`src/core/spirq_pkg.sv`:
```
package spirq_pkg;

  ////////////////////////////////////////////////////////////////////////
  // Register map, word aligned byte addresses
  localparam int unsigned ADDR_W = 8;
  localparam logic [7:0] OFF_LEVEL_SEL = 8'h00;
  localparam logic [7:0] OFF_MASK = 8'h04;
  localparam logic [7:0] OFF_RAW = 8'h08;
  localparam logic [7:0] OFF_MASKED = 8'h0c;
  localparam logic [7:0] OFF_CLEAR = 8'h10;

  ////////////////////////////////////////////////////////////////////////
  // Trigger level selector fields
  localparam int unsigned SEL_W = 3;
  localparam int unsigned RX_SEL_LSB = 3;
  localparam int unsigned TX_SEL_LSB = 0;
  localparam logic [2:0] SEL_RESET = 3'h2;
  localparam logic [2:0] SEL_MAX = 3'h4;

  ////////////////////////////////////////////////////////////////////////
  // Interrupt source positions, shared by mask, raw, masked and clear
  localparam int unsigned SRC_W = 11;
  localparam int unsigned BIT_OVERRUN = 10;
  localparam int unsigned BIT_BREAK = 9;
  localparam int unsigned BIT_PARITY = 8;
  localparam int unsigned BIT_FRAMING = 7;
  localparam int unsigned BIT_RX_TIMEOUT = 6;
  localparam int unsigned BIT_TX_LEVEL = 5;
  localparam int unsigned BIT_RX_LEVEL = 4;
  localparam int unsigned BIT_CTS_CHANGE = 1;
  localparam logic [10:0] SRC_USED = 11'h7f2;
  localparam logic [10:0] MASK_RESET = 11'h000;
  localparam logic [10:0] RAW_RESET = 11'h000;

  // Trigger point in eighths of the FIFO; zero marks a reserved code
  function automatic logic [3:0] spirq_eighths(input logic [2:0] sel);
    case (sel)
      3'h0: spirq_eighths = 4'h1;
      3'h1: spirq_eighths = 4'h2;
      3'h2: spirq_eighths = 4'h4;
      3'h3: spirq_eighths = 4'h6;
      3'h4: spirq_eighths = 4'h7;
      default: spirq_eighths = 4'h0;
    endcase
  endfunction : spirq_eighths

  // Fill count threshold for a selector at a given depth
  function automatic int unsigned spirq_threshold(input logic [2:0] sel,
                                                  input int unsigned depth);
    spirq_threshold = (depth * int'(spirq_eighths(sel))) / 8;
  endfunction : spirq_threshold

endpackage : spirq_pkg

```
`src/core/spirq_level_cross.sv`:
```
`timescale 1ns/10ps
module spirq_level_cross
  import spirq_pkg::*;
#(
  parameter int unsigned DEPTH = 16,
  parameter int unsigned FILL_W = $clog2(DEPTH + 1),
  parameter bit RISING = 1'b1
) (
  input wire logic i_clk,
  input wire logic i_rst,
  input wire logic [FILL_W-1:0] i_fill,
  input wire logic [2:0] i_sel,
  output logic o_cross
);

  if (DEPTH < 8 || (DEPTH % 8) != 0) begin : g_chk
    $error("spirq_level_cross: DEPTH must be a multiple of 8");
  end

  logic [FILL_W-1:0] prev_fill;
  logic [FILL_W-1:0] thresh;
  logic sel_ok;

  ////////////////////////////////////////////////////////////////////////
  // Threshold scales with the parameterised depth
  assign thresh = FILL_W'(spirq_threshold(i_sel, DEPTH));
  assign sel_ok = (spirq_eighths(i_sel) != 4'h0);

  // Last fill count, so a crossing can be told from a standing level
  always_ff @(posedge i_clk or posedge i_rst) begin
    if (i_rst) begin
      prev_fill <= '0;
    end else begin
      prev_fill <= i_fill;
    end
  end

  // Fill rising through the point, or draining through it for transmit
  always_comb begin
    if (!sel_ok) begin
      o_cross = 1'b0;
    end else if (RISING) begin
      o_cross = (prev_fill < thresh) && (i_fill >= thresh);
    end else begin
      o_cross = (prev_fill > thresh) && (i_fill <= thresh);
    end
  end

endmodule : spirq_level_cross

```
`src/core/spirq_cts_watch.sv`:
```
`timescale 1ns/10ps
module spirq_cts_watch (
  input wire logic i_clk,
  input wire logic i_rst,
  input wire logic i_clear_to_send_in_n,
  output logic o_change
);

  logic prev_cts_n;
  logic primed;

  ////////////////////////////////////////////////////////////////////////
  // First sample only primes; reset value of the pin is not known
  always_ff @(posedge i_clk or posedge i_rst) begin
    if (i_rst) begin
      prev_cts_n <= 1'b1;
      primed <= 1'b0;
    end else begin
      prev_cts_n <= i_clear_to_send_in_n;
      primed <= 1'b1;
    end
  end

  // Any edge on the modem input is a change event
  assign o_change = primed && (prev_cts_n != i_clear_to_send_in_n);

endmodule : spirq_cts_watch

```
`src/core/spirq_core.sv`:
```
`timescale 1ns/10ps
module spirq_core
  import spirq_pkg::*;
#(
  parameter int unsigned FIFO_DEPTH = 16,
  parameter int unsigned FILL_W = $clog2(FIFO_DEPTH + 1)
) (
  input wire logic i_clk,
  input wire logic i_rst,
  input wire logic [ADDR_W-1:0] i_addr,
  input wire logic [31:0] i_wdata,
  input wire logic i_wr,
  input wire logic i_rd,
  input wire logic [FILL_W-1:0] i_rx_fill,
  input wire logic [FILL_W-1:0] i_tx_fill,
  input wire logic i_overrun_evt,
  input wire logic i_break_evt,
  input wire logic i_parity_evt,
  input wire logic i_framing_evt,
  input wire logic i_rx_timeout_evt,
  input wire logic i_clear_to_send_in_n,
  output logic [31:0] o_rdata,
  output logic [SRC_W-1:0] o_masked,
  output logic o_irq
);

  if (FIFO_DEPTH < 8 || (FIFO_DEPTH % 8) != 0) begin : g_chk
    $error("spirq_core: FIFO_DEPTH must be a multiple of 8");
  end

  logic [2:0] rx_trigger_sel;
  logic [2:0] tx_trigger_sel;
  logic [SRC_W-1:0] mask;
  logic [SRC_W-1:0] raw;
  logic [SRC_W-1:0] next_mask;
  logic [SRC_W-1:0] next_raw;
  logic [SRC_W-1:0] set_vec;
  logic [SRC_W-1:0] clr_vec;
  logic [31:0] next_rdata;
  logic rx_cross;
  logic tx_cross;
  logic cts_change;
  logic wr_level;
  logic wr_mask;
  logic wr_clear;
  logic [2:0] wr_rx_sel;
  logic [2:0] wr_tx_sel;

  ////////////////////////////////////////////////////////////////////////
  // Event sources
  spirq_level_cross #(
    .DEPTH(FIFO_DEPTH),
    .FILL_W(FILL_W),
    .RISING(1'b1)
  ) u_rx_cross (
    .i_clk(i_clk),
    .i_rst(i_rst),
    .i_fill(i_rx_fill),
    .i_sel(rx_trigger_sel),
    .o_cross(rx_cross)
  );

  // Transmit level fires as the FIFO drains through its point
  spirq_level_cross #(
    .DEPTH(FIFO_DEPTH),
    .FILL_W(FILL_W),
    .RISING(1'b0)
  ) u_tx_cross (
    .i_clk(i_clk),
    .i_rst(i_rst),
    .i_fill(i_tx_fill),
    .i_sel(tx_trigger_sel),
    .o_cross(tx_cross)
  );

  spirq_cts_watch u_cts (
    .i_clk(i_clk),
    .i_rst(i_rst),
    .i_clear_to_send_in_n(i_clear_to_send_in_n),
    .o_change(cts_change)
  );

  ////////////////////////////////////////////////////////////////////////
  // Register decode; unaligned or unmapped addresses hit nothing
  assign wr_level = i_wr && (i_addr == OFF_LEVEL_SEL);
  assign wr_mask = i_wr && (i_addr == OFF_MASK);
  assign wr_clear = i_wr && (i_addr == OFF_CLEAR);
  assign wr_rx_sel = i_wdata[RX_SEL_LSB +: SEL_W];
  assign wr_tx_sel = i_wdata[TX_SEL_LSB +: SEL_W];

  // Trigger selectors; a reserved code leaves the old setting in place
  always_ff @(posedge i_clk or posedge i_rst) begin
    if (i_rst) begin
      rx_trigger_sel <= SEL_RESET;
      tx_trigger_sel <= SEL_RESET;
    end else if (wr_level) begin
      if (wr_rx_sel <= SEL_MAX) begin
        rx_trigger_sel <= wr_rx_sel;
      end
      if (wr_tx_sel <= SEL_MAX) begin
        tx_trigger_sel <= wr_tx_sel;
      end
    end
  end

  ////////////////////////////////////////////////////////////////////////
  // Mask: unsupported modem bits stay zero whatever is written
  always_comb begin
    next_mask = mask;
    if (wr_mask) begin
      next_mask = i_wdata[SRC_W-1:0] & SRC_USED;
    end
  end

  always_ff @(posedge i_clk or posedge i_rst) begin
    if (i_rst) begin
      mask <= MASK_RESET;
    end else begin
      mask <= next_mask;
    end
  end

  ////////////////////////////////////////////////////////////////////////
  // Sticky raw status; a new event beats a clear in the same cycle
  always_comb begin
    set_vec = '0;
    set_vec[BIT_OVERRUN] = i_overrun_evt;
    set_vec[BIT_BREAK] = i_break_evt;
    set_vec[BIT_PARITY] = i_parity_evt;
    set_vec[BIT_FRAMING] = i_framing_evt;
    set_vec[BIT_RX_TIMEOUT] = i_rx_timeout_evt;
    set_vec[BIT_TX_LEVEL] = tx_cross;
    set_vec[BIT_RX_LEVEL] = rx_cross;
    set_vec[BIT_CTS_CHANGE] = cts_change;
    clr_vec = wr_clear ? (i_wdata[SRC_W-1:0] & SRC_USED) : '0;
    next_raw = ((raw & ~clr_vec) | set_vec) & SRC_USED;
  end

  // Modem bits are reset too: a known zero is one of the allowed values
  always_ff @(posedge i_clk or posedge i_rst) begin
    if (i_rst) begin
      raw <= RAW_RESET;
    end else begin
      raw <= next_raw;
    end
  end

  ////////////////////////////////////////////////////////////////////////
  // Masked view and interrupt, from next values so they track raw and mask
  always_ff @(posedge i_clk or posedge i_rst) begin
    if (i_rst) begin
      o_masked <= '0;
      o_irq <= 1'b0;
    end else begin
      o_masked <= next_raw & next_mask;
      o_irq <= |(next_raw & next_mask);
    end
  end

  ////////////////////////////////////////////////////////////////////////
  // Read mux; clear register and unmapped addresses read zero
  always_comb begin
    next_rdata = '0;
    if (i_rd) begin
      case (i_addr)
        OFF_LEVEL_SEL: begin
          next_rdata[RX_SEL_LSB +: SEL_W] = rx_trigger_sel;
          next_rdata[TX_SEL_LSB +: SEL_W] = tx_trigger_sel;
        end
        OFF_MASK: next_rdata[SRC_W-1:0] = mask;
        OFF_RAW: next_rdata[SRC_W-1:0] = raw;
        OFF_MASKED: next_rdata[SRC_W-1:0] = raw & mask;
        default: next_rdata = '0;
      endcase
    end
  end

  // Data stands only in the cycle after the read strobe
  always_ff @(posedge i_clk or posedge i_rst) begin
    if (i_rst) begin
      o_rdata <= '0;
    end else begin
      o_rdata <= next_rdata;
    end
  end

  ////////////////////////////////////////////////////////////////////////
  // Checks
  logic post_rst;
  logic no_evt;

  always_ff @(posedge i_clk or posedge i_rst) begin
    if (i_rst) begin
      post_rst <= 1'b0;
    end else begin
      post_rst <= 1'b1;
    end
  end

  assign no_evt = (set_vec == '0);
endmodule : spirq_core

```
`config.mk`:
```
export PLATFORM = sky130hd
export DESIGN_NAME = spirq_core
export DESIGN_NICKNAME = d
export VERILOG_FILES = /design/src/core/spirq_pkg.sv /design/src/core/spirq_level_cross.sv /design/src/core/spirq_cts_watch.sv /design/src/core/spirq_core.sv
export SDC_FILE = /design/constraint.sdc
export NUM_CORES = 1
export LEC_CHECK = 0
export BUFFER_PORTS_ARGS = -buffer_cell sky130_fd_sc_hd__buf_4
export CAP_MARGIN = 10
export CORE_MARGIN = 4
export CORE_UTILIZATION = 50
export CTS_BUF_LIST = sky130_fd_sc_hd__clkbuf_2
export DETAILED_ROUTE_END_ITERATION = 10
export GPL_ROUTABILITY_DRIVEN = 0
export PLACE_DENSITY = 0.94
export SLEW_MARGIN = 0
export SYNTH_ARGS = -nofsm -noshare
export SYNTH_HDL_FRONTEND = slang
export SYNTH_SLANG_ARGS = --single-unit
```
`constraint.sdc`:
```
create_clock -name i_clk -period 4.8 [get_ports i_clk]
set_clock_uncertainty 0.1 [all_clocks]
set_input_delay 0.48 -clock i_clk [delete_from_list [all_inputs] [get_ports i_clk]]
set_output_delay 0.48 -clock i_clk [all_outputs]
set_load 0.05 [all_outputs]
```
; Word-level counts from Yosys, hierarchy flattened
; Cells that the tools add are included.
[word_totals]
ff_bits = 81
elab_cells = 58
inputBits = 60
out_inout_bits = 44
[classes]
muxes = 9
n_bitwise = 5
reduce_logical = 14
n_eq_ne = 13
n_lt_le_gt_ge = 6
[op_table]
columns = operator, count
row1 = 11-bit bitwise AND, 3
row2 = 11-bit two-way mux, 3
row3 = 3-bit case mux with 5 select lines, 2
row4 = 6-bit case mux with 4 select lines, 1
row5 = 8-bit by 4-bit equality test with 1-bit output (second input constant), 2
row6 = 5-bit case mux with 3 select lines, 1
row7 = 3-bit by 2-bit equality test with 1-bit output (second input constant), 4
row8 = 11-bit inverter, 1
row9 = 11-bit OR, 1
row10 = 11-bit OR reduction, 1
row11 = 8-bit by 3-bit equality test with 1-bit output (second input constant), 1
row12 = 8-bit by 5-bit equality test with 1-bit output (second input constant), 1
row13 = 8-bit zero test, 1
row14 = 4-bit nonzero test, 2
row15 = 3-bit by 1-bit equality test with 1-bit output (second input constant), 2
row16 = 3-bit equality test (second input constant), 2
row17 = 3-bit less-or-equal comparator (second input constant), 2
row18 = 1-bit logical AND, 6
row19 = 3-bit zero test, 2
row20 = 5-bit by 4-bit greater-or-equal comparator with 1-bit output, 1
row21 = 5-bit by 4-bit greater-than comparator with 1-bit output, 1
row22 = 5-bit by 4-bit less-or-equal comparator with 1-bit output, 1
row23 = 5-bit by 4-bit less-than comparator with 1-bit output, 1
row24 = 2-bit AND reduction, 2
row25 = other kinds (2), 3

; Longest topological paths before layout
[depth]
ltp_word = 8
ltp_mapped = 9
depth_no_buf = 9

; Modules after synthesis
; From an unflattened synthesis, not the netlist that was laid out.
[unflattened]
hier_cells = 243
area_unflattened_um2 = 2577.5
[modules_own_cells]
columns = mod, n_inst, cells_per_inst, seq_area_each_um2, area_each_um2
row1 = spirq_core, 1, 184, 1053.5, 1929.4
row2 = spirq_level_cross (u_tx_cross), 1, 30, 125.1, 317.8
row3 = spirq_level_cross (u_rx_cross), 1, 23, 100.1, 256.5
row4 = spirq_cts_watch, 1, 6, 51.3, 73.8

; Worst setup path before layout
; Ideal clock, no wire load.
[synth_timing]
path_type = input to register
start = input port i_addr[5]
end = register o_irq
path_slack_ns = 2.541
required_ns = 4.563
n_path_buf = 1
setup_time_ns = 0.137
arrival_ns = 2.022
stages = 7
cell_sequence = nor3_1 -> and4b_1 -> buf_6 -> mux2_4 -> o21a_4 -> nor4_2 -> nand4b_1
[synth_via]
word_cells_on_any_way = 11
cone_classes = 2 x eq/ne / 2 x mux / 4 x bitwise / 3 x reduce/logical
[synth_rtl]
columns = item, line
row1 = start: declaration, spirq_core.sv:10  ; input wire logic [ADDR_W-1:0] i_addr,
row2 = 8-bit by 3-bit equality test with 1-bit output, spirq_core.sv:86  ; assign wr_mask = i_wr && (i_addr == OFF_MASK);
row3 = 1-bit logical AND, spirq_core.sv:86
row4 = 11-bit two-way mux, spirq_core.sv:110  ; if (wr_mask) begin
row5 = via next_mask[9], spirq_core.sv:35  ; logic [SRC_W-1:0] next_mask;
row6 = 11-bit bitwise AND, spirq_core.sv:156  ; o_irq <= |(next_raw & next_mask);
row7 = 11-bit OR reduction, spirq_core.sv:156
row8 = end signal: assignment, spirq_core.sv:156
row9 = end: declaration, spirq_core.sv:24  ; output logic o_irq
; The timed path passes the listed nets, and every way through them passes these cells.
; A chain may end at the register's enable or synchronous reset.

; Worst setup path after layout
; Ends and elaborated chain as after synthesis.

==> metrics.md <==
| Metric | Value |
|---|---|
| DIE HEIGHT | `78.4 um` |
| Worst IR Drop VDD | `166 uV` |
| Synthesized cell area | `2470 sq um` |
| Full die area | `6140 sq um` |
| Antenna Cells | `0` |
| Via-per-instance ratio | `5.08` |
| Number of CTS-inserted buffers | `5` |
| Critical path type | `input pin to flip-flop` |
| Largest fanout on the critical path | `8` |
| Core Box Area | `4750 sq um` |
| Final Hold Fails | `0` |
| Skew-Pair Late Insertion Delay | `0.44 ns` |
| DRC violations left | `0` |
| Initial Util | `0.521` |
| Yosys cell types | `42` |
| WP data arrival | `2.65 ns` |
| Cell leakage power | `0.00150 uW` |
| Vias in the first global route | `1777` |
| DR pass1 iterations | `7` |
| Final Util | `0.643` |
| Seq/Total Area, Yosys | `0.537` |
| Min-delay worst type | `input pin to flip-flop` |
| Initial antenna violation count | `0` |
| Port Buffers | `58` |
| Worst-Margin Slew | `1.05 ns` |
| Reg2Reg Setup Slack | `2.40 ns` |
| Number of vias after detailed routing | `1813` |
| Area growth syn-to-layout | `23.5%` |
| Share of cells above drive strength 1 | `0.283` |
| Drt wl/cell | `14.5 um` |
| Clock Tree Root | `clkbuf_2` |
| Tmin final | `2.41 ns` |
| Post-synth EDFFs | `0` |
| Most frequent cells in the layout | `buf_4 (58), dfrtp_1 (50), conb_1 (25)` |
| Cells after Synth | `216` |
| Commonest non-fill, non-tap cell in the layout | `buf_4` |
| CTS H-tree depth | `2` |
| Fill cells | `389` |
| Relative slew slack | `0.301` |
| Final period utilization | `0.502` |
| Max-cap violations | `0` |
| Detailed Route Iter0 Violations | `120` |
| Yosys reg bits | `53` |
| Dpl hpwl | `3910 um` |
| Worst endpoint required time | `5.04 ns` |
| Largest net degree at the start of global routing | `54` |
| Antenna Violating Nets Remaining | `0` |
| # Post-CTS Setup Buffers | `0` |
| Slew Limit Fails | `0` |
| I/O pins | `104` |
| RSZ-0062 raised after global routing | `no` |
| YS warnings | `0` |
| Syn Area/Cell | `11.5 sq um` |
| First-pass GRT wire length | `8360 um` |
| Fin Setup TNS | `0 ns` |
| Overall global routing resource usage | `0.179` |
| Outcome | `completed` |
| Type of origin of the critical path | `input pin` |
| # setup viols final | `0` |
| Site Rows | `25` |
| Die W | `78.4 um` |
| Dominant synthesized flop cell | `dfrtp_1` |
| Drt total wl | `5190 um` |
| Highest clock rate | `0.415 GHz` |
| Resized cells post-CTS | `0` |
| Grt total ovfl | `0` |
| Pwr/cell area | `285 nW/um^2` |
| Net count, final | `360` |
| Post-synth ARST share | `1.00` |
| TritonCTS clock tree | `done` |
| Clock Sinks | `53` |
| Clock Tree Buf Depth | `2` |
| CTS clk-pin slew, worst paths | `0.24 ns` |
| Critical Path End Type | `flip-flop` |
## cell usage after synthesis (2+ instances only)
| cell | n | share of area |
|---|---|---|
| dfrtp_1 | 50 | 0.51 |
| buf_4 | 24 | 0.073 |
| nor2_1 | 19 | 0.029 |
| ha_1 | 11 | 0.056 |
| inv_1 | 11 | 0.017 |
| nor3_1 | 10 | 0.020 |
| o22ai_1 | 8 | 0.020 |
| o21ai_0 | 7 | 0.014 |
| a21boi_0 | 5 | 0.015 |
| mux2i_1 | 5 | 0.020 |
| nand2_1 | 5 | 0.0076 |
| and2_1 | 4 | 0.010 |
| and3_1 | 4 | 0.010 |
| o21a_1 | 4 | 0.012 |
| or2_2 | 4 | 0.010 |
| a21o_1 | 3 | 0.0091 |
| dfstp_2 | 3 | 0.032 |
| mux2_2 | 3 | 0.014 |
| mux2_4 | 3 | 0.018 |
| nand4_1 | 3 | 0.0076 |
| nand4b_1 | 3 | 0.011 |
| a211o_1 | 2 | 0.0071 |
| a21oi_1 | 2 | 0.0040 |
| a2bb2oi_1 | 2 | 0.0071 |
| conb_1 | 2 | 0.0030 |
| nand3_1 | 2 | 0.0040 |
| o22a_1 | 2 | 0.0071 |
## report_power, final
group	internal, uW	switching, uW	leakage [uW]
combinational	58.8	113	0.000806
clock	85.9	139	0.0000366
sequential	464	8.28	0.000660
## repair_timing
action	in CTS	in global routing
hold endpoints to repair	0	10
hold buffers	0	10
setup endpoints to repair	0	0
## metrics by stage
step	power (uW)	cell area [sq um]	hold slack [ns]	std cells	setup slack, ns
global route	907	3060	0.0711	357	2.27
floorplan	604	2560	0.363	239	2.54
CTS	865	2960	0.0102	347	2.40
global placement	639	2890	0.378	339	1.97
detailed placement	645	2890	0.398	339	2.00
finish	869	3060	0.121	357	2.39
## kinds of logic after synthesis
| family | after synthesis | share of synthesized area |
|---|---|---|
| AND/OR/NAND/NOR | 61 | 0.134 |
| adder cells (fa/ha/maj) | 11 | 0.0556 |
| buffers and inverters | 36 | 0.0940 |
| XOR/XNOR | 1 | 0.00354 |
| AO/OA/AOI/OAI | 40 | 0.115 |
| flip-flops | 53 | 0.537 |
| multiplexers | 12 | 0.0566 |
| other | 2 | 0.00303 |
## per-layer routing
metal / vias to the layer above / track usage / wire, um
met5: - / 0 / 0
met4: 0 / 0.0647 / 115
met3: 12 / 0.0482 / 358
met2: 76 / 0.304 / 2630
met1: 865 / 0.218 / 2080
li1: 860 / - / -
## state kept, by name, summed over array words and instances (netlist names)
register / count
u_cts.prev_cts_n: 1
o_masked: 8
u_cts.primed: 1
mask: 8
raw: 8
tx_trigger_sel: 3
o_irq: 1
u_tx_cross.prev_fill: 5
rx_trigger_sel: 3
u_rx_cross.prev_fill: 4
o_rdata: 11
## cell type report
class / count / area, sq um / share of cell area
Sequential cell: 53 / 1330 / 0.435
Inverter: 11 / 41.3 / 0.0135
Clock inverter: 3 / 41.3 / 0.0135
Multi-Input combinational cell: 150 / 998 / 0.327
Timing Repair Buffer: 68 / 536 / 0.175
Clock buffer: 5 / 25.0 / 0.00819
Tap cell: 67 / 83.8 / 0.0274
## worst max-delay path, cell delays in order
cell and delay [ns]:
buf_4 0.11, nor3_1 0.51, and4b_1 0.63, mux2_4 0.35, and2_1 0.20, nor4_2 0.24, nand4b_1 0.13
## worst paths after layout
kind | depth (start not counted) | endpoint | start
max | 7 | o_irq | i_addr[5]
min | 2 | raw[10] | i_overrun_evt
max reg2reg | 9 | o_irq | tx_trigger_sel[0]
min reg2reg | 1 | raw[8] | raw[8]
max in group asynchronous | 2 | mask[7] | i_rst
min in group asynchronous | 2 | o_rdata[5] | i_rst
Note: power is estimated with default switching activity, not from simulation.
